File: src/pmtg_pkg.sv
`default_nettype none
package pmtg_pkg;
    // register byte addresses
    localparam logic [7:0] ADDR_SYS_CTRL_ONE = 8'h00;
    localparam logic [7:0] ADDR_SYS_CTRL_TWO = 8'h04;
    localparam logic [7:0] ADDR_TIMER_A_MODE = 8'h08;
    localparam logic [7:0] ADDR_CLK_GATE_ONE = 8'h0c;
    localparam logic [7:0] ADDR_CLK_GATE_TWO = 8'h10;
    localparam logic [7:0] ADDR_INT_ENABLE_TWO = 8'h14;
    localparam logic [7:0] ADDR_EVT_STATUS = 8'h18;
    localparam logic [7:0] ADDR_EVT_CLEAR = 8'h1c;
    localparam logic [7:0] ADDR_EVT_ENABLE = 8'h20;
    localparam logic [7:0] ADDR_MODE_STATUS = 8'h24;
    // system_control_one fields
    localparam int SC1_STANDBY_SELECT = 7;
    localparam int SC1_OSC_WAIT_HI = 6;
    localparam int SC1_OSC_WAIT_LO = 4;
    localparam int SC1_LOW_SPEED_SELECT = 3;
    // system_control_two fields
    localparam int SC2_DIRECT_TRANSFER_ENABLE = 3;
    localparam int SC2_MEDIUM_SPEED_SELECT = 2;
    // timer_a_mode_register field
    localparam int TMA_WATCH_ENTRY_SELECT = 3;
    // int enable two: direct-transfer interrupt enable
    localparam int IE2_DIRECT_TRANSFER = 0;
    // event status bits
    localparam int EVT_TRANSITION_DONE = 0;
    localparam int EVT_SLEEP_ENTERED = 1;
    localparam int EVT_WATCH_ENTERED = 2;
    localparam int EVT_WIDTH = 3;
    // reset values
    localparam logic [7:0] RST_CLK_GATE = 8'hff;
    localparam logic [7:0] RST_CTRL = 8'h00;
    // state counts
    localparam int SLEEP_EXEC_STATES = 2;
    localparam int INT_PROC_STATES = 1;
    localparam int EXC_STATES = 14;
    localparam int WATCH_PASS_STATES = 1;
    typedef enum logic [1:0] {
        PMTG_MODE_FAST = 2'b00,
        PMTG_MODE_MED = 2'b01,
        PMTG_MODE_SUB = 2'b10
    } pmtg_mode_e;
    typedef enum logic [2:0] {
        PMTG_ST_RUN = 3'b000,
        PMTG_ST_SLEEP_EXEC = 3'b001,
        PMTG_ST_INT_PROC = 3'b010,
        PMTG_ST_WATCH = 3'b011,
        PMTG_ST_OSC_WAIT = 3'b100,
        PMTG_ST_EXC = 3'b101,
        PMTG_ST_HALT = 3'b110
    } pmtg_state_e;
endpackage
`default_nettype wire

File: src/pmtg_ctrl.sv
// Operation
// - sleep in fast mode, standby 0, low 0, medium 1, direct 1 goes to divided mode.
// - sleep in divided mode, standby/low/medium 0, direct 1 goes to fast mode.
// - sleep in subclock mode, standby 1, low 0, medium 0, direct 1, watch 1: fast.
// - sleep in subclock mode, standby 1, low 0, medium/direct/watch 1: divided mode.
// - fast/divided transitions: sleep and internal states old clock, 14 states new clock.
// - from subclock: old states at subclock, oscillator wait plus exception at new clock.
// - sleep takes two execution states and one internal state before the clock switch.
// - any transition entering or leaving subclock mode passes the watch state.
// - a clock-stop bit written 0 stops that peripheral's clock.
// - a gated peripheral is frozen as in whole-chip standby.
// - a clock-stop bit written 1 restores the clock and releases standby.
// - both clock-stop registers reset to all ones.
// - gate one holds timers A, C, F, G, converter and three serial units.
// - gate two holds lcd, pwm, watchdog and event counter.
// - a gated peripheral's pending interrupt request stays asserted.
// - after the direct transition, direct-transfer exception handling begins.
// - with direct-transfer interrupt disabled, sleep enters sleep or watch mode instead.
`default_nettype none
module pmtg_ctrl #(
    parameter int MED_DIV = 8,
    parameter int SUB_DIV = 16,
    parameter int OSC_WAIT_UNIT = 8192
) (
    input wire logic core_clk,
    input wire logic rst,
    input wire logic psel,
    input wire logic penable,
    input wire logic pwrite,
    input wire logic [7:0] paddr,
    input wire logic [31:0] pwdata,
    output logic [31:0] prdata,
    output logic pready,
    output logic pslverr,
    input wire logic sleep_req,
    input wire logic cpu_int_mask,
    input wire logic wake_req,
    input wire logic [11:0] periph_irq_in,
    output logic [11:0] periph_irq_out,
    output logic [11:0] periph_clk_en,
    output logic [11:0] periph_freeze,
    output logic [1:0] run_mode,
    output logic cpu_hold,
    output logic dt_exc_req,
    output logic irq
);
    localparam int CW = 32;

    logic [7:0] sys_ctrl_one;
    logic [7:0] sys_ctrl_two;
    logic [7:0] timer_a_mode;
    logic [7:0] gate_one;
    logic [7:0] gate_two;
    logic [7:0] int_enable_two;
    logic [pmtg_pkg::EVT_WIDTH-1:0] evt_status;
    logic [pmtg_pkg::EVT_WIDTH-1:0] evt_enable;
    pmtg_pkg::pmtg_state_e state;
    pmtg_pkg::pmtg_mode_e cur_mode;
    pmtg_pkg::pmtg_mode_e tgt_mode;
    pmtg_pkg::pmtg_mode_e clk_mode;
    logic [CW-1:0] cyc_cnt;
    logic [CW-1:0] st_cnt;
    logic [CW-1:0] st_limit;
    logic st_tick;
    logic wr_en;
    logic rd_en;
    logic [pmtg_pkg::EVT_WIDTH-1:0] evt_set;
    logic standby_sel;
    logic low_speed_sel;
    logic medium_sel;
    logic direct_en;
    logic watch_sel;
    logic direct_ok;
    logic dir_hit;
    logic [11:0] gate_all;
    pmtg_pkg::pmtg_mode_e dir_tgt;

    function automatic logic [CW-1:0] div_of(input pmtg_pkg::pmtg_mode_e m);
        case (m)
            pmtg_pkg::PMTG_MODE_MED: div_of = CW'(MED_DIV);
            pmtg_pkg::PMTG_MODE_SUB: div_of = CW'(SUB_DIV);
            default: div_of = CW'(1);
        endcase
    endfunction

    function automatic logic is_addr(input logic [7:0] a, input logic [7:0] b);
        is_addr = (a == b);
    endfunction

    assign standby_sel = sys_ctrl_one[pmtg_pkg::SC1_STANDBY_SELECT];
    assign low_speed_sel = sys_ctrl_one[pmtg_pkg::SC1_LOW_SPEED_SELECT];
    assign medium_sel = sys_ctrl_two[pmtg_pkg::SC2_MEDIUM_SPEED_SELECT];
    assign direct_en = sys_ctrl_two[pmtg_pkg::SC2_DIRECT_TRANSFER_ENABLE];
    assign watch_sel = timer_a_mode[pmtg_pkg::TMA_WATCH_ENTRY_SELECT];
    assign gate_all = {gate_two[3:0], gate_one};
    // a masked core cannot take the direct-transfer exception, so it halts instead
    assign direct_ok = direct_en & int_enable_two[pmtg_pkg::IE2_DIRECT_TRANSFER] & ~cpu_int_mask;

    always_comb begin
        dir_hit = 1'b0;
        dir_tgt = cur_mode;
        case (cur_mode)
            pmtg_pkg::PMTG_MODE_FAST: begin
                if (!standby_sel && !low_speed_sel && medium_sel) begin
                    dir_hit = 1'b1;
                    dir_tgt = pmtg_pkg::PMTG_MODE_MED;
                end else if (standby_sel && low_speed_sel && watch_sel) begin
                    dir_hit = 1'b1;
                    dir_tgt = pmtg_pkg::PMTG_MODE_SUB;
                end
            end
            pmtg_pkg::PMTG_MODE_MED: begin
                if (!standby_sel && !low_speed_sel && !medium_sel) begin
                    dir_hit = 1'b1;
                    dir_tgt = pmtg_pkg::PMTG_MODE_FAST;
                end else if (standby_sel && low_speed_sel && watch_sel) begin
                    dir_hit = 1'b1;
                    dir_tgt = pmtg_pkg::PMTG_MODE_SUB;
                end
            end
            pmtg_pkg::PMTG_MODE_SUB: begin
                if (standby_sel && !low_speed_sel && watch_sel) begin
                    dir_hit = 1'b1;
                    dir_tgt = medium_sel ? pmtg_pkg::PMTG_MODE_MED : pmtg_pkg::PMTG_MODE_FAST;
                end
            end
            default: begin
                dir_hit = 1'b0;
            end
        endcase
    end

    // per-state limit in states of the clock that currently paces the sequence
    always_comb begin
        case (state)
            pmtg_pkg::PMTG_ST_SLEEP_EXEC: st_limit = CW'(pmtg_pkg::SLEEP_EXEC_STATES);
            pmtg_pkg::PMTG_ST_INT_PROC: st_limit = CW'(pmtg_pkg::INT_PROC_STATES);
            pmtg_pkg::PMTG_ST_WATCH: st_limit = CW'(pmtg_pkg::WATCH_PASS_STATES);
            pmtg_pkg::PMTG_ST_OSC_WAIT: begin
                st_limit = CW'(OSC_WAIT_UNIT) >> sys_ctrl_one[pmtg_pkg::SC1_OSC_WAIT_HI:pmtg_pkg::SC1_OSC_WAIT_LO];
            end
            pmtg_pkg::PMTG_ST_EXC: st_limit = CW'(pmtg_pkg::EXC_STATES);
            default: st_limit = CW'(1);
        endcase
    end

    assign st_tick = (cyc_cnt == div_of(clk_mode) - CW'(1));
    assign wr_en = psel & penable & pready & pwrite;
    assign rd_en = psel & penable & ~pready & ~pwrite;

    // apb: ready one cycle into the access phase
    always_ff @(posedge core_clk or posedge rst) begin
        if (rst) begin
            pready <= 1'b0;
            pslverr <= 1'b0;
            prdata <= 32'h0000_0000;
        end else begin
            pready <= psel & penable & ~pready;
            pslverr <= 1'b0;
            prdata <= 32'h0000_0000;
            if (psel && penable && !pready) begin
                case (paddr)
                    pmtg_pkg::ADDR_SYS_CTRL_ONE: prdata <= {24'h00_0000, sys_ctrl_one};
                    pmtg_pkg::ADDR_SYS_CTRL_TWO: prdata <= {24'h00_0000, sys_ctrl_two};
                    pmtg_pkg::ADDR_TIMER_A_MODE: prdata <= {24'h00_0000, timer_a_mode};
                    pmtg_pkg::ADDR_CLK_GATE_ONE: prdata <= {24'h00_0000, gate_one};
                    pmtg_pkg::ADDR_CLK_GATE_TWO: prdata <= {24'h00_0000, gate_two};
                    pmtg_pkg::ADDR_INT_ENABLE_TWO: prdata <= {24'h00_0000, int_enable_two};
                    pmtg_pkg::ADDR_EVT_STATUS: prdata <= {29'h0000_0000, evt_status};
                    pmtg_pkg::ADDR_EVT_CLEAR: prdata <= 32'h0000_0000;
                    pmtg_pkg::ADDR_EVT_ENABLE: prdata <= {29'h0000_0000, evt_enable};
                    pmtg_pkg::ADDR_MODE_STATUS: prdata <= {25'h000_0000, state, cur_mode, cpu_hold, 1'b0};
                    default: pslverr <= 1'b1;
                endcase
            end
            // write cycles must not leak register contents onto the read bus
            if (!rd_en) begin
                prdata <= 32'h0000_0000;
            end
        end
    end

    always_ff @(posedge core_clk or posedge rst) begin
        if (rst) begin
            sys_ctrl_one <= pmtg_pkg::RST_CTRL;
            sys_ctrl_two <= pmtg_pkg::RST_CTRL;
            timer_a_mode <= pmtg_pkg::RST_CTRL;
            int_enable_two <= pmtg_pkg::RST_CTRL;
            evt_enable <= '0;
        end else if (wr_en) begin
            if (is_addr(paddr, pmtg_pkg::ADDR_SYS_CTRL_ONE)) sys_ctrl_one <= pwdata[7:0];
            if (is_addr(paddr, pmtg_pkg::ADDR_SYS_CTRL_TWO)) sys_ctrl_two <= pwdata[7:0];
            if (is_addr(paddr, pmtg_pkg::ADDR_TIMER_A_MODE)) timer_a_mode <= pwdata[7:0];
            if (is_addr(paddr, pmtg_pkg::ADDR_INT_ENABLE_TWO)) int_enable_two <= pwdata[7:0];
            if (is_addr(paddr, pmtg_pkg::ADDR_EVT_ENABLE)) evt_enable <= pwdata[pmtg_pkg::EVT_WIDTH-1:0];
        end
    end

    // bit order: gate_one = {s31, s32, s1, conv, g, f, c, a}; gate_two[3:0] = {event, wdt, pwm, lcd}
    always_ff @(posedge core_clk or posedge rst) begin
        if (rst) begin
            gate_one <= pmtg_pkg::RST_CLK_GATE;
            gate_two <= pmtg_pkg::RST_CLK_GATE;
        end else if (wr_en) begin
            if (is_addr(paddr, pmtg_pkg::ADDR_CLK_GATE_ONE)) gate_one <= pwdata[7:0];
            if (is_addr(paddr, pmtg_pkg::ADDR_CLK_GATE_TWO)) gate_two <= pwdata[7:0];
        end
    end

    // frozen requests stay up; software must mask first or the core loops on them
    always_ff @(posedge core_clk or posedge rst) begin
        if (rst) begin
            periph_clk_en <= {pmtg_pkg::RST_CLK_GATE[3:0], pmtg_pkg::RST_CLK_GATE};
            periph_freeze <= '0;
            periph_irq_out <= '0;
        end else begin
            periph_clk_en <= gate_all;
            periph_freeze <= ~gate_all;
            for (int i = 0; i < $bits(gate_all); i++) begin
                if (gate_all[i]) begin
                    periph_irq_out[i] <= periph_irq_in[i];
                end
            end
        end
    end

    always_ff @(posedge core_clk or posedge rst) begin
        if (rst) begin
            state <= pmtg_pkg::PMTG_ST_RUN;
            cur_mode <= pmtg_pkg::PMTG_MODE_FAST;
            tgt_mode <= pmtg_pkg::PMTG_MODE_FAST;
            clk_mode <= pmtg_pkg::PMTG_MODE_FAST;
            cyc_cnt <= '0;
            st_cnt <= '0;
        end else begin
            cyc_cnt <= st_tick ? '0 : cyc_cnt + CW'(1);
            case (state)
                pmtg_pkg::PMTG_ST_RUN: begin
                    cyc_cnt <= '0;
                    st_cnt <= '0;
                    if (sleep_req) begin
                        if (direct_ok && dir_hit) begin
                            state <= pmtg_pkg::PMTG_ST_SLEEP_EXEC;
                            tgt_mode <= dir_tgt;
                        end else begin
                            state <= pmtg_pkg::PMTG_ST_HALT;
                        end
                    end
                end
                pmtg_pkg::PMTG_ST_HALT: begin
                    if (wake_req) begin
                        state <= pmtg_pkg::PMTG_ST_RUN;
                    end
                end
                pmtg_pkg::PMTG_ST_SLEEP_EXEC, pmtg_pkg::PMTG_ST_INT_PROC, pmtg_pkg::PMTG_ST_WATCH,
                pmtg_pkg::PMTG_ST_OSC_WAIT, pmtg_pkg::PMTG_ST_EXC: begin
                    if (st_tick) begin
                        if (st_cnt + CW'(1) >= st_limit) begin
                            st_cnt <= '0;
                            case (state)
                                pmtg_pkg::PMTG_ST_SLEEP_EXEC: state <= pmtg_pkg::PMTG_ST_INT_PROC;
                                pmtg_pkg::PMTG_ST_INT_PROC: begin
                                    // switch to the new clock only after the 2+1 old-clock states
                                    clk_mode <= tgt_mode;
                                    if (cur_mode == pmtg_pkg::PMTG_MODE_SUB
                                        || tgt_mode == pmtg_pkg::PMTG_MODE_SUB) begin
                                        state <= pmtg_pkg::PMTG_ST_WATCH;
                                    end else begin
                                        state <= pmtg_pkg::PMTG_ST_EXC;
                                    end
                                end
                                pmtg_pkg::PMTG_ST_WATCH: begin
                                    if (cur_mode == pmtg_pkg::PMTG_MODE_SUB) begin
                                        state <= pmtg_pkg::PMTG_ST_OSC_WAIT;
                                    end else begin
                                        state <= pmtg_pkg::PMTG_ST_EXC;
                                    end
                                end
                                pmtg_pkg::PMTG_ST_OSC_WAIT: state <= pmtg_pkg::PMTG_ST_EXC;
                                default: begin
                                    state <= pmtg_pkg::PMTG_ST_RUN;
                                    cur_mode <= tgt_mode;
                                end
                            endcase
                        end else begin
                            st_cnt <= st_cnt + CW'(1);
                        end
                    end
                end
                default: state <= pmtg_pkg::PMTG_ST_RUN;
            endcase
        end
    end

    always_comb begin
        evt_set = '0;
        evt_set[pmtg_pkg::EVT_TRANSITION_DONE] = (state == pmtg_pkg::PMTG_ST_EXC) && st_tick
            && (st_cnt + CW'(1) >= st_limit);
        evt_set[pmtg_pkg::EVT_SLEEP_ENTERED] = (state == pmtg_pkg::PMTG_ST_RUN) && sleep_req
            && !(direct_ok && dir_hit) && !standby_sel;
        evt_set[pmtg_pkg::EVT_WATCH_ENTERED] = (state == pmtg_pkg::PMTG_ST_RUN) && sleep_req
            && !(direct_ok && dir_hit) && standby_sel;
    end

    // set beats a same-cycle clear
    always_ff @(posedge core_clk or posedge rst) begin
        if (rst) begin
            evt_status <= '0;
        end else if (wr_en && is_addr(paddr, pmtg_pkg::ADDR_EVT_CLEAR)) begin
            evt_status <= (evt_status & ~pwdata[pmtg_pkg::EVT_WIDTH-1:0]) | evt_set;
        end else begin
            evt_status <= evt_status | evt_set;
        end
    end

    always_ff @(posedge core_clk or posedge rst) begin
        if (rst) begin
            irq <= 1'b0;
            run_mode <= pmtg_pkg::PMTG_MODE_FAST;
            cpu_hold <= 1'b0;
            dt_exc_req <= 1'b0;
        end else begin
            irq <= |(evt_status & evt_enable);
            run_mode <= cur_mode;
            cpu_hold <= (state != pmtg_pkg::PMTG_ST_RUN) && (state != pmtg_pkg::PMTG_ST_EXC);
            dt_exc_req <= (state == pmtg_pkg::PMTG_ST_EXC);
        end
    end

    AST_FAST_TO_MED: assert property (@(posedge core_clk) disable iff (rst)
        (state == pmtg_pkg::PMTG_ST_RUN && sleep_req && direct_ok && cur_mode == pmtg_pkg::PMTG_MODE_FAST
         && !standby_sel && !low_speed_sel && medium_sel)
        |=> state == pmtg_pkg::PMTG_ST_SLEEP_EXEC && tgt_mode == pmtg_pkg::PMTG_MODE_MED)
        else $error("fast to divided not started");
    AST_MED_TO_FAST: assert property (@(posedge core_clk) disable iff (rst)
        (state == pmtg_pkg::PMTG_ST_RUN && sleep_req && direct_ok && cur_mode == pmtg_pkg::PMTG_MODE_MED
         && !standby_sel && !low_speed_sel && !medium_sel)
        |=> tgt_mode == pmtg_pkg::PMTG_MODE_FAST)
        else $error("divided to fast not started");
    AST_SUB_TO_FAST: assert property (@(posedge core_clk) disable iff (rst)
        (state == pmtg_pkg::PMTG_ST_RUN && sleep_req && direct_ok && cur_mode == pmtg_pkg::PMTG_MODE_SUB
         && standby_sel && !low_speed_sel && !medium_sel && watch_sel)
        |=> tgt_mode == pmtg_pkg::PMTG_MODE_FAST && state == pmtg_pkg::PMTG_ST_SLEEP_EXEC)
        else $error("subclock to fast not started");
    AST_SUB_TO_MED: assert property (@(posedge core_clk) disable iff (rst)
        (state == pmtg_pkg::PMTG_ST_RUN && sleep_req && direct_ok && cur_mode == pmtg_pkg::PMTG_MODE_SUB
         && standby_sel && !low_speed_sel && medium_sel && watch_sel)
        |=> tgt_mode == pmtg_pkg::PMTG_MODE_MED)
        else $error("subclock to divided not started");
    AST_EXC_LEN: assert property (@(posedge core_clk) disable iff (rst)
        (state == pmtg_pkg::PMTG_ST_RUN && $past(state) == pmtg_pkg::PMTG_ST_EXC)
        |-> $past(st_cnt) == CW'(pmtg_pkg::EXC_STATES - 1))
        else $error("exception handling length wrong");
    AST_SLEEP_LEN: assert property (@(posedge core_clk) disable iff (rst)
        (state == pmtg_pkg::PMTG_ST_INT_PROC && $past(state) == pmtg_pkg::PMTG_ST_SLEEP_EXEC)
        |-> $past(st_cnt) == CW'(pmtg_pkg::SLEEP_EXEC_STATES - 1) && clk_mode == cur_mode)
        else $error("sleep execution length wrong");
    AST_VIA_WATCH: assert property (@(posedge core_clk) disable iff (rst)
        ($past(state) == pmtg_pkg::PMTG_ST_INT_PROC && state != pmtg_pkg::PMTG_ST_INT_PROC
         && (cur_mode == pmtg_pkg::PMTG_MODE_SUB || tgt_mode == pmtg_pkg::PMTG_MODE_SUB))
        |-> state == pmtg_pkg::PMTG_ST_WATCH)
        else $error("subclock transition skipped watch");
    AST_GATE_WRITE: assert property (@(posedge core_clk) disable iff (rst)
        (wr_en && paddr == pmtg_pkg::ADDR_CLK_GATE_ONE) ##2 !(wr_en && paddr == pmtg_pkg::ADDR_CLK_GATE_ONE)
        |-> periph_clk_en[7:0] == $past(pwdata[7:0], 2) && periph_freeze[7:0] == ~$past(pwdata[7:0], 2))
        else $error("clock gate not applied");
    AST_GATE_RESET: assert property (@(posedge core_clk)
        $fell(rst) |-> gate_one == pmtg_pkg::RST_CLK_GATE && gate_two == pmtg_pkg::RST_CLK_GATE)
        else $error("clock gates not all ones after reset");
    AST_IRQ_HELD: assert property (@(posedge core_clk) disable iff (rst)
        ((periph_irq_out ^ $past(periph_irq_out)) & ~$past(gate_all)) == 12'h000)
        else $error("gated request changed");
    AST_DT_EXC: assert property (@(posedge core_clk) disable iff (rst)
        (state == pmtg_pkg::PMTG_ST_EXC && $past(state) != pmtg_pkg::PMTG_ST_EXC) |=> dt_exc_req)
        else $error("direct exception not requested");
    AST_NO_DIRECT: assert property (@(posedge core_clk) disable iff (rst)
        (state == pmtg_pkg::PMTG_ST_RUN && sleep_req && !direct_ok) |=> state == pmtg_pkg::PMTG_ST_HALT)
        else $error("sleep did not halt");

    COV_FAST_MED: cover property (@(posedge core_clk) disable iff (rst)
        state == pmtg_pkg::PMTG_ST_EXC && tgt_mode == pmtg_pkg::PMTG_MODE_MED);
    COV_SUB_WAIT: cover property (@(posedge core_clk) disable iff (rst)
        state == pmtg_pkg::PMTG_ST_OSC_WAIT ##1 state == pmtg_pkg::PMTG_ST_EXC);
    COV_HALT_WAKE: cover property (@(posedge core_clk) disable iff (rst)
        state == pmtg_pkg::PMTG_ST_HALT ##1 state == pmtg_pkg::PMTG_ST_RUN);
    COV_GATED: cover property (@(posedge core_clk) disable iff (rst) periph_freeze != 12'h000);
endmodule
`default_nettype wire

File: config.mk
export PLATFORM = sky130hd
export DESIGN_NAME = pmtg_ctrl
export DESIGN_NICKNAME = d
export VERILOG_FILES = /design/src/pmtg_pkg.sv /design/src/pmtg_ctrl.sv
export SDC_FILE = /design/constraint.sdc
export NUM_CORES = 1
export LEC_CHECK = 0
export BUFFER_PORTS_ARGS = -buffer_cell sky130_fd_sc_hd__buf_2
export CELL_PAD_IN_SITES_DETAIL_PLACEMENT = 0
export CELL_PAD_IN_SITES_GLOBAL_PLACEMENT = 1
export CORE_ASPECT_RATIO = 0.7
export CORE_MARGIN = 5
export CORE_UTILIZATION = 45
export DETAILED_ROUTE_END_ITERATION = 7
export PLACE_DENSITY_LB_ADDON = 0.1
export SYNTH_ARGS = -nofsm -noshare
export SYNTH_HDL_FRONTEND = slang
export SYNTH_SLANG_ARGS = --single-unit
export TNS_END_PERCENT = 5
File: constraint.sdc
create_clock -name core_clk -period 5.89 [get_ports core_clk]
set_clock_uncertainty 0.1 [all_clocks]
set_input_delay 0.589 -clock core_clk [delete_from_list [all_inputs] [get_ports core_clk]]
set_output_delay 0.589 -clock core_clk [all_outputs]
set_load 0.02 [all_outputs]
## Word-level counts from Yosys, hierarchy flattened

Index checks and enable logic that the tools add are counted.

| storage, ports and cells | value |
|---|---|
| bits in registers | 202 |
| input bits | 60 |
| output and inout port bits | 75 |
| word-level logic and storage cells | 161 |

| operators by class | value |
|---|---|
| add/sub/neg operators | 3 |
| order comparisons | 1 |
| equal/unequal tests | 26 |
| shifts and indexed selects | 1 |
| multiplexer cells | 33 |
| bitwise operators | 17 |
| reductions and logical operators | 45 |

Operators with widths:

| operator | count |
|---|---|
| 32-bit 2-to-1 mux | 5 |
| 32-bit case mux with 3 select lines | 1 |
| 8-bit case mux with 9 select lines | 1 |
| 32-bit by 1-bit adder with 32-bit output, second input constant | 2 |
| 32-bit case mux with 2 select lines | 1 |
| 32-bit == test | 1 |
| 8-bit by 5-bit == test with 1-bit output, second input constant | 4 |
| 32-bit >= comparator | 1 |
| 14-bit by 3-bit right shift with 32-bit output, first input constant | 1 |
| 32-bit by 1-bit subtractor with 32-bit output, second input constant | 1 |
| 3-bit 2-to-1 mux | 7 |
| 1-bit logical AND | 18 |
| 8-bit by 4-bit == test with 1-bit output, second input constant | 2 |
| 8-bit by 6-bit == test with 1-bit output, second input constant | 2 |
| 2-bit AND reduction | 8 |
| 12-bit NOT | 1 |
| 3-bit case mux with 4 select lines | 1 |
| 4-bit AND reduction | 3 |
| 5-bit case mux with 2 select lines | 1 |
| 10-bit OR reduction | 1 |
| 3-bit == test, second input constant | 3 |
| 3-bit case mux with 3 select lines | 1 |
| 8-bit by 3-bit == test with 1-bit output, second input constant | 1 |
| 8-bit logical NOT | 1 |
| other kinds (26) | 58 |

## Logic depth before layout (Yosys ltp)

Gate-level depths: netlist of the first run.

| depth | value |
|---|---|
| word-level depth | 11 |
| depth in mapped cells | 17 |

## Worst setup path after synthesis of the first run

OpenSTA, ideal clock, no wires.

| path | value |
|---|---|
| path kind | register to register |
| from | register st_cnt[3] |
| to | register clk_mode[0] |
| library setup time | 125 ps |
| arrival | 3,130 ps |
| path slack | 2,535 ps |
| stages on the path, launching flop included | 16 |
| buffers on the path | 0 |
| cell sequence | dfrtp_1 -> nand4_1 -> nor2_1 -> nand3_1 -> and2_1 -> or2_2 -> ha_1 -> a21o_1 -> a21oi_1 -> o21ai_0 -> nand2_1 -> o2111ai_1 -> nor4_4 -> nand2_2 -> and4_4 -> mux2_4 |

| between the ends | value |
|---|---|
| cells in the longest elaborated chain, start to end | 3 |

Ends and longest elaborated chain:

| element | RTL line | source |
|---|---|---|
| start: declaration | pmtg_ctrl.sv:62 | `logic [CW-1:0] st_cnt;` |
| start signal: assignment | pmtg_ctrl.sv:286 | `st_cnt <= st_cnt + CW'(1);` |
| 32-bit by 1-bit adder with 32-bit output | pmtg_ctrl.sv:258 | `if (st_cnt + CW'(1) >= st_limit) begin` |
| 32-bit >= comparator | pmtg_ctrl.sv:258 |  |
| 4-bit AND reduction (no line) | - |  |
| end signal: assignment | pmtg_ctrl.sv:232 | `clk_mode <= pmtg_pkg::PMTG_MODE_FAST;` |
| end signal: assignment | pmtg_ctrl.sv:264 | `clk_mode <= tgt_mode;` |
| end: declaration | pmtg_ctrl.sv:60 | `pmtg_pkg::pmtg_mode_e clk_mode;` |

Every way passes these cells.
A chain may end at the register's enable or synchronous reset.

## Worst setup path in the final report of the first run

| path | value |
|---|---|
| from | register st_cnt[3] |
| to | register clk_mode[1] |

The elaborated chain is that of the path after synthesis.

==> results of run 1 <==
==> worst paths after layout <==
kind,from,to,slack [ns],cells after the start
setup reg to reg,st_cnt[3]$_DFFE_PP0P_,clk_mode[1]$_DFFE_PP0P_,1.88,15
setup / recovery,st_cnt[3]$_DFFE_PP0P_,clk_mode[1]$_DFFE_PP0P_,1.88,15
hold / removal,rst,periph_freeze[11]$_DFF_PP0_,0.17,2
max in group asynchronous,rst,st_cnt[5]$_DFFE_PP0P_,4.20,3
hold reg to reg,gate_one[6]$_DFFE_PP1P_,periph_clk_en[6]$_DFF_PP1_,0.29,0
min in group core_clk,periph_irq_in[3],periph_irq_out[3]$_DFFE_PP0P_,0.28,2
==> per-stage QoR <==
step,setup slack (ns),util [%]
final,1.883,51.71
after detailed placement,1.858,48.63
after global placement,1.982,48.63
after CTS,1.839,51.71
after floorplan,0.4171,-
after global routing,1.520,51.71
==> kinds of logic (layout without fill, tap and decap cells) <==
kind of cell / count (synthesis) / in the layout / share of synthesized area [%]
XOR/XNOR: 42 / 42 / 4.311
multiplexers: 71 / 71 / 9.501
flip-flops: 178 / 178 / 52.61
adder cells (fa/ha/maj): 15 / 15 / 2.199
buffers and inverters: 70 / 149 / 4.281
AO/OA/AOI/OAI: 109 / 109 / 9.091
AND/OR/NAND/NOR: 294 / 294 / 17.96
other: 1 / 24 / 0.04395
==> critical path, cell delays in order, from the launching register on <==
cell and delay [ns]:
dfrtp_1 0.46, nand4_1 0.19, nor2_1 0.38, nand3_1 0.19, and2_1 0.20, or2_2 0.29, ha_1 0.31, a21o_1 0.16
a21oi_1 0.16, o21ai_0 0.13, nand2_1 0.11, o2111ai_1 0.16, nor4_4 0.36, nand2_2 0.16, and4_4 0.24, mux2_4 0.29
==> Yosys cell counts (8+ instances only) <==
cell / count
xnor2_1: 27
nand2_1: 73
nor2_1: 70
clkbuf_1: 12
nand3_1: 29
a22oi_1: 8
mux2_2: 64
a21oi_1: 21
and2_1: 21
a222oi_1: 11
inv_1: 27
ha_1: 15
dfrtp_1: 150
dfstp_2: 28
nand4_1: 14
and3_1: 10
xor2_1: 15
buf_4: 27
a21o_1: 8
or2_2: 8
a31oi_1: 10
nor3_1: 13
o21ai_0: 17
==> sequential cells by signal, summed over array words and instances, names as in the netlist, 3 cells and up <==
name / count
timer_a_mode: 8
sys_ctrl_two: 8
int_enable_two: 8
gate_one: 8
sys_ctrl_one: 8
gate_two: 8
cyc_cnt: 32
prdata: 8
st_cnt: 32
periph_freeze: 12
periph_irq_out: 12
periph_clk_en: 12
evt_status: 3
evt_enable: 3
state: 3
==> metal layers <==
metal / GRT usage, % / vias up
li1: - / 2914
met1: 27.41 / 3035
met2: 26.45 / 163
met3: 4.496 / 26
met4: 4.709 / 0
met5: 0 / -
==> layout make-up <==
cell class                 instances  share of cell area [%]
clock inverter                    15                   1.561
multi-input combinational        555                   38.81
clock buffer                      17                   4.385
inverter                          27                   1.096
tap                              242                   3.121
timing repair buffer              90                   4.747
sequential                       178                   46.28
==> power by group <==
group | leakage [nW] | switching, mW | internal [mW]
sequential | 2.30 | 0.0502 | 1.26
clock | 0.280 | 0.533 | 0.561
combinational | 1.88 | 0.303 | 0.160
==> metrics.yaml, run 1 <==
status:
  outcome: "finished, final reports clean"
detailed_routing:
  postRouteWirelength_um: 19270
  first_pass_iters: 6
  wl_met3_um: 1038
  vias: 6138
  antenna_left: 0
  wl_per_cell_um: 17.14
  drt_iter0_drc: 446
  m1WireLength_um: 9950
  highest_layer: "met4"
  met2_length_um: 8013
  via_per_inst: 5.461
  drc: 0
yosys:
  synthArstFlopShare_pct: 100.0
  synth_ff_type: "dfrtp_1"
  synth_edf_count: 0
  yosys-top-cells-area: "dfrtp_1 44%, dfstp_2 8.6%, mux2_2 8.4%"
  ys_types: 67
  avgSynthCellArea_um2: 10.94
  synth_top_area_share_pct: 43.99
  syn-cell-area_mm2: 0.008533
  synth_top_area_cell: "dfrtp_1"
  yosysSeqAreaShare_pct: 52.61
  synthCells: 780
  ys_warn_count: 0
  ys_ff_latch: 178
cts:
  post_cts_buffers: 0
  clkTransAtPathRegs_ns: 0.07
  clockBufferDepth: 2
  post_cts_resized: 0
  cts_root_buffer: "clkbuf_16"
  cts_tree: "built"
  cts_max_level: 4
  cts_made_buffers: 17
  cts-hold-fix-buffers: 0
  insertion_delay_ns: 0.44
  cts_num_sinks: 178
global_routing:
  grt_usage_pct: 18.21
  grt_pass1_vias: 6263
  grt_max_degree: 82
  grt.overflow.total: 0
  antenna_found_initial: 0
  grt_pass1_wl_um: 32430
critical_path:
  required_ns: 6.11
  crit_fanout: 6
  cp.arrival_ns: 4.22
  crit_type: "reg -> reg"
  setup.worst_path.end_class: "flip-flop"
  critPathLaunchType: "flip-flop"
die:
  die_h_um: 125.2
  die-area_mm2: 0.02186
  die_width_um: 174.6
  rows: 42
  initial_core_util_pct: 45.48
  coreArea_mm2: 0.01876
  io_pins: 135
worst_hold_path:
  holdCritPathClass: "in -> async"
layout:
  drive_gt1_share_pct: 27.32
  area_delta_synth_final_pct: 13.68
  final_area_mm2: 0.009701
  multi_input_area_mm2: 0.003765
  insertedDiodeCount: 0
  layout.nets: 944
  seq_area_mm2: 0.004489
  layout.cells.non_filler: 1124
  final.fill_count: 1693
  final_common_cell: "dfrtp_1"
  layout_common_cells: "150 x dfrtp_1, 86 x buf_2, 73 x nand2_1"
timing:
  tns_ns: 0
  whs_ns: 0.1727
  setup_viol: 0
  final_hold_viol_count: 0
  worstMarginPinSlew_ns: 0.9847
  post-route-min-period_ns: 4.007
  fmax_mhz: 249.6
  min_period_over_period_pct: 68.03
  slew_headroom_pct: 34.20
  slew_viol_final: 0
  rsz0062_at_grt: "false"
placed_design:
  dp.cells: 1092
  place_congestion: 0.8133
  port_buffers: 86
  post_dp_cell_area_mm2: 0.009124
  hpwl_um: 13930
pwr:
  finalPower_mw: 2.864
  leakage_nw: 4.454
  powerDensity_mw_per_mm2: 295.2
  peakVddDrop_mv: 0.1986
flow_run:
  cap_viol_max_count: 0
(Power assumes the default switching activity.)
==> run 2, diff against run 1 <==
clock period = 3.75 ns   (was 5.89 ns; I/O delays follow)
==> metrics.yaml, run 2 (synthesis results as in run 1) <==
cts:
  clockBufferDepth: 2
  insertion_delay_ns: 0.43
  clkTransAtPathRegs_ns: 0.07
  cts_tree: "built"
  cts_max_level: 4
  cts-hold-fix-buffers: 0
  cts_made_buffers: 17
  cts_root_buffer: "clkbuf_16"
  cts_num_sinks: 178
die:
  die_h_um: 125.2
  initial_core_util_pct: 45.48
  die_width_um: 174.6
  coreArea_mm2: 0.01876
  io_pins: 135
  die-area_mm2: 0.02186
  rows: 42
pwr:
  seqPwrFrac_pct: 44.3
  powerDensity_mw_per_mm2: 466.1
  p_sw_mw: 1.342
  swShare_pct: 29.33
  peakVddDrop_mv: 0.2959
  clock_power_share_pct: 37.4
  share_comb_of_total_power_pct: 18.3
  leakage_nw: 4.514
  internal_power_mw: 3.233
  finalPower_mw: 4.575
layout:
  final_area_mm2: 0.009816
  fin_util_pct: 52.32
  drive_gt1_share_pct: 28.60
  final.fill_count: 1689
  reg.largest.list: "cyc_cnt (32), st_cnt (32)"
  layout.nets: 957
  layout_common_cells: "149 x dfrtp_1, 86 x buf_2, 73 x nand2_1"
  insertedDiodeCount: 0
  final_common_cell: "dfrtp_1"
  area_delta_synth_final_pct: 15.03
  layout.cells.non_filler: 1137
global_routing:
  grt.overflow.total: 0
  antenna_found_initial: 0
  grt_usage_pct: 18.08
  grt_pass1_vias: 6140
  grt_pass1_wl_um: 32020
  grt_max_degree: 144
status:
  outcome: "finished, final reports clean"
detailed_routing:
  drt_iter0_drc: 461
  via_per_inst: 5.436
  antenna_left: 0
  postRouteWirelength_um: 19280
  wl_per_cell_um: 16.96
  first_pass_iters: 5
  vias: 6181
  drc: 0
placed_design:
  port_buffers: 86
  hpwl_um: 14060
  post-place-ws_ns: 0.1844
  dp.cells: 1105
  post_dp_cell_area_mm2: 0.009233
  place_congestion: 0.8365
timing:
  setup_viol: 0
  min_period_over_period_pct: 93.27
  slew_viol_final: 0
  worstMarginPinSlew_ns: 0.9457
  fmax_mhz: 285.9
  post-route-min-period_ns: 3.498
  slew_headroom_pct: 36.80
  final_hold_viol_count: 0
  setup_ws_ns: 0.2522
critical_path:
  crit_fanout: 7
  critPathLaunchType: "flip-flop"
  cp_common_cell: "buf_4"
  max_stage_delay_ns: 0.54
  crit_type: "reg -> reg"
  crit_chain: "ha_1 -> and4_4 -> nor4b_4 -> nand2_2 -> o31a_1 -> or4_4 -> nor4_4 -> buf_4 -> nand3_2 -> buf_4 -> a21oi_1 -> a21o_1"
  required_ns: 4.01
  cp.arrival_ns: 3.76
  setup.worst_path.end_class: "flip-flop"
  cp_slowest_cell: "or4_4"
worst_hold_path:
  holdCritPathClass: "in -> async"
flow_run:
  cap_viol_max_count: 0
run 2: cell types whose count changed in the layout (fill, tap and decap cells not counted), sizes merged:
cell	change
buf	+13
clkinv	-6
clkinvlp	+5
clkbuf	+2
inv	-2
bufinv	+1
run 2: cell type report:
| type | count | area (um^2) | share of cell area, % |
|---|---|---|---|
| Sequential cell | 178 | 4491 | 45.75 |
| Clock inverter | 13 | 127.6 | 1.300 |
| Inverter | 27 | 105.1 | 1.071 |
| Multi-Input combinational cell | 555 | 3776 | 38.47 |
| Tap cell | 242 | 302.8 | 3.085 |
| Timing Repair Buffer | 103 | 570.5 | 5.813 |
| Clock buffer | 19 | 442.9 | 4.512 |
run 2: final timing paths:
path | start | end | slack (ns) | cells after the start
setup / recovery | st_cnt[1]$_DFFE_PP0P_ | st_cnt[2]$_DFFE_PP0P_ | 0.25 | 12
hold / removal | rst | st_cnt[3]$_DFFE_PP0P_ | 0.005 | 3
setup reg to reg | st_cnt[1]$_DFFE_PP0P_ | st_cnt[2]$_DFFE_PP0P_ | 0.25 | 12
hold reg to reg | gate_one[7]$_DFFE_PP1P_ | periph_clk_en[7]$_DFF_PP1_ | 0.29 | 0
max in group asynchronous | rst | cyc_cnt[3]$_DFF_PP0_ | 2.89 | 3
min in group core_clk | periph_irq_in[5] | periph_irq_out[5]$_DFFE_PP0P_ | 0.08 | 2
run 2: layer usage:
metal	vias up	global-route usage [%]	part of all wire [%]
li1	2946	-	-
met1	3050	27.22	49
met2	168	26.61	44
met3	17	4.134	5.9
met4	0	4.478	1.1
met5	-	0	0
run 2: through the flow:
| step | hold slack, ns | setup TNS, ns |
|---|---|---|
| after floorplan | 0.2519 | 0 |
| after global placement | 0.2833 | 0 |
| after detailed placement | 0.2840 | 0 |
| after CTS | 0.01877 | 0 |
| after global routing | 0.03723 | -0.01207 |
| final | 0.005098 | 0 |
run 2: timing repair:
action                     CTS  global route
buffers inserted             0             0
resized for setup            0             3
setup endpoints to repair    0            21
run 2: power by group through the flow:
stage	registers (mW)	clock network (mW)	logic, mW
2_1_floorplan	2.07	0	0.573
5_1_grt	2.03	1.85	0.926
3_5_place_dp	2.06	0	0.838
4_1_cts	2.02	1.76	0.843
6_report	2.02	1.71	0.838
3_3_place_gp	2.05	0	0.819
run 2: worst max-delay path, delay by kind of cell (launching register included):
kind / cells / cell delay [ns]
AOI/OAI and AO/OA: 3 / 0.57
adders and majority gates: 1 / 0.25
buffers and inverters: 2 / 0.37
DFF: 1 / 0.43
and+or+nand+nor: 6 / 1.70
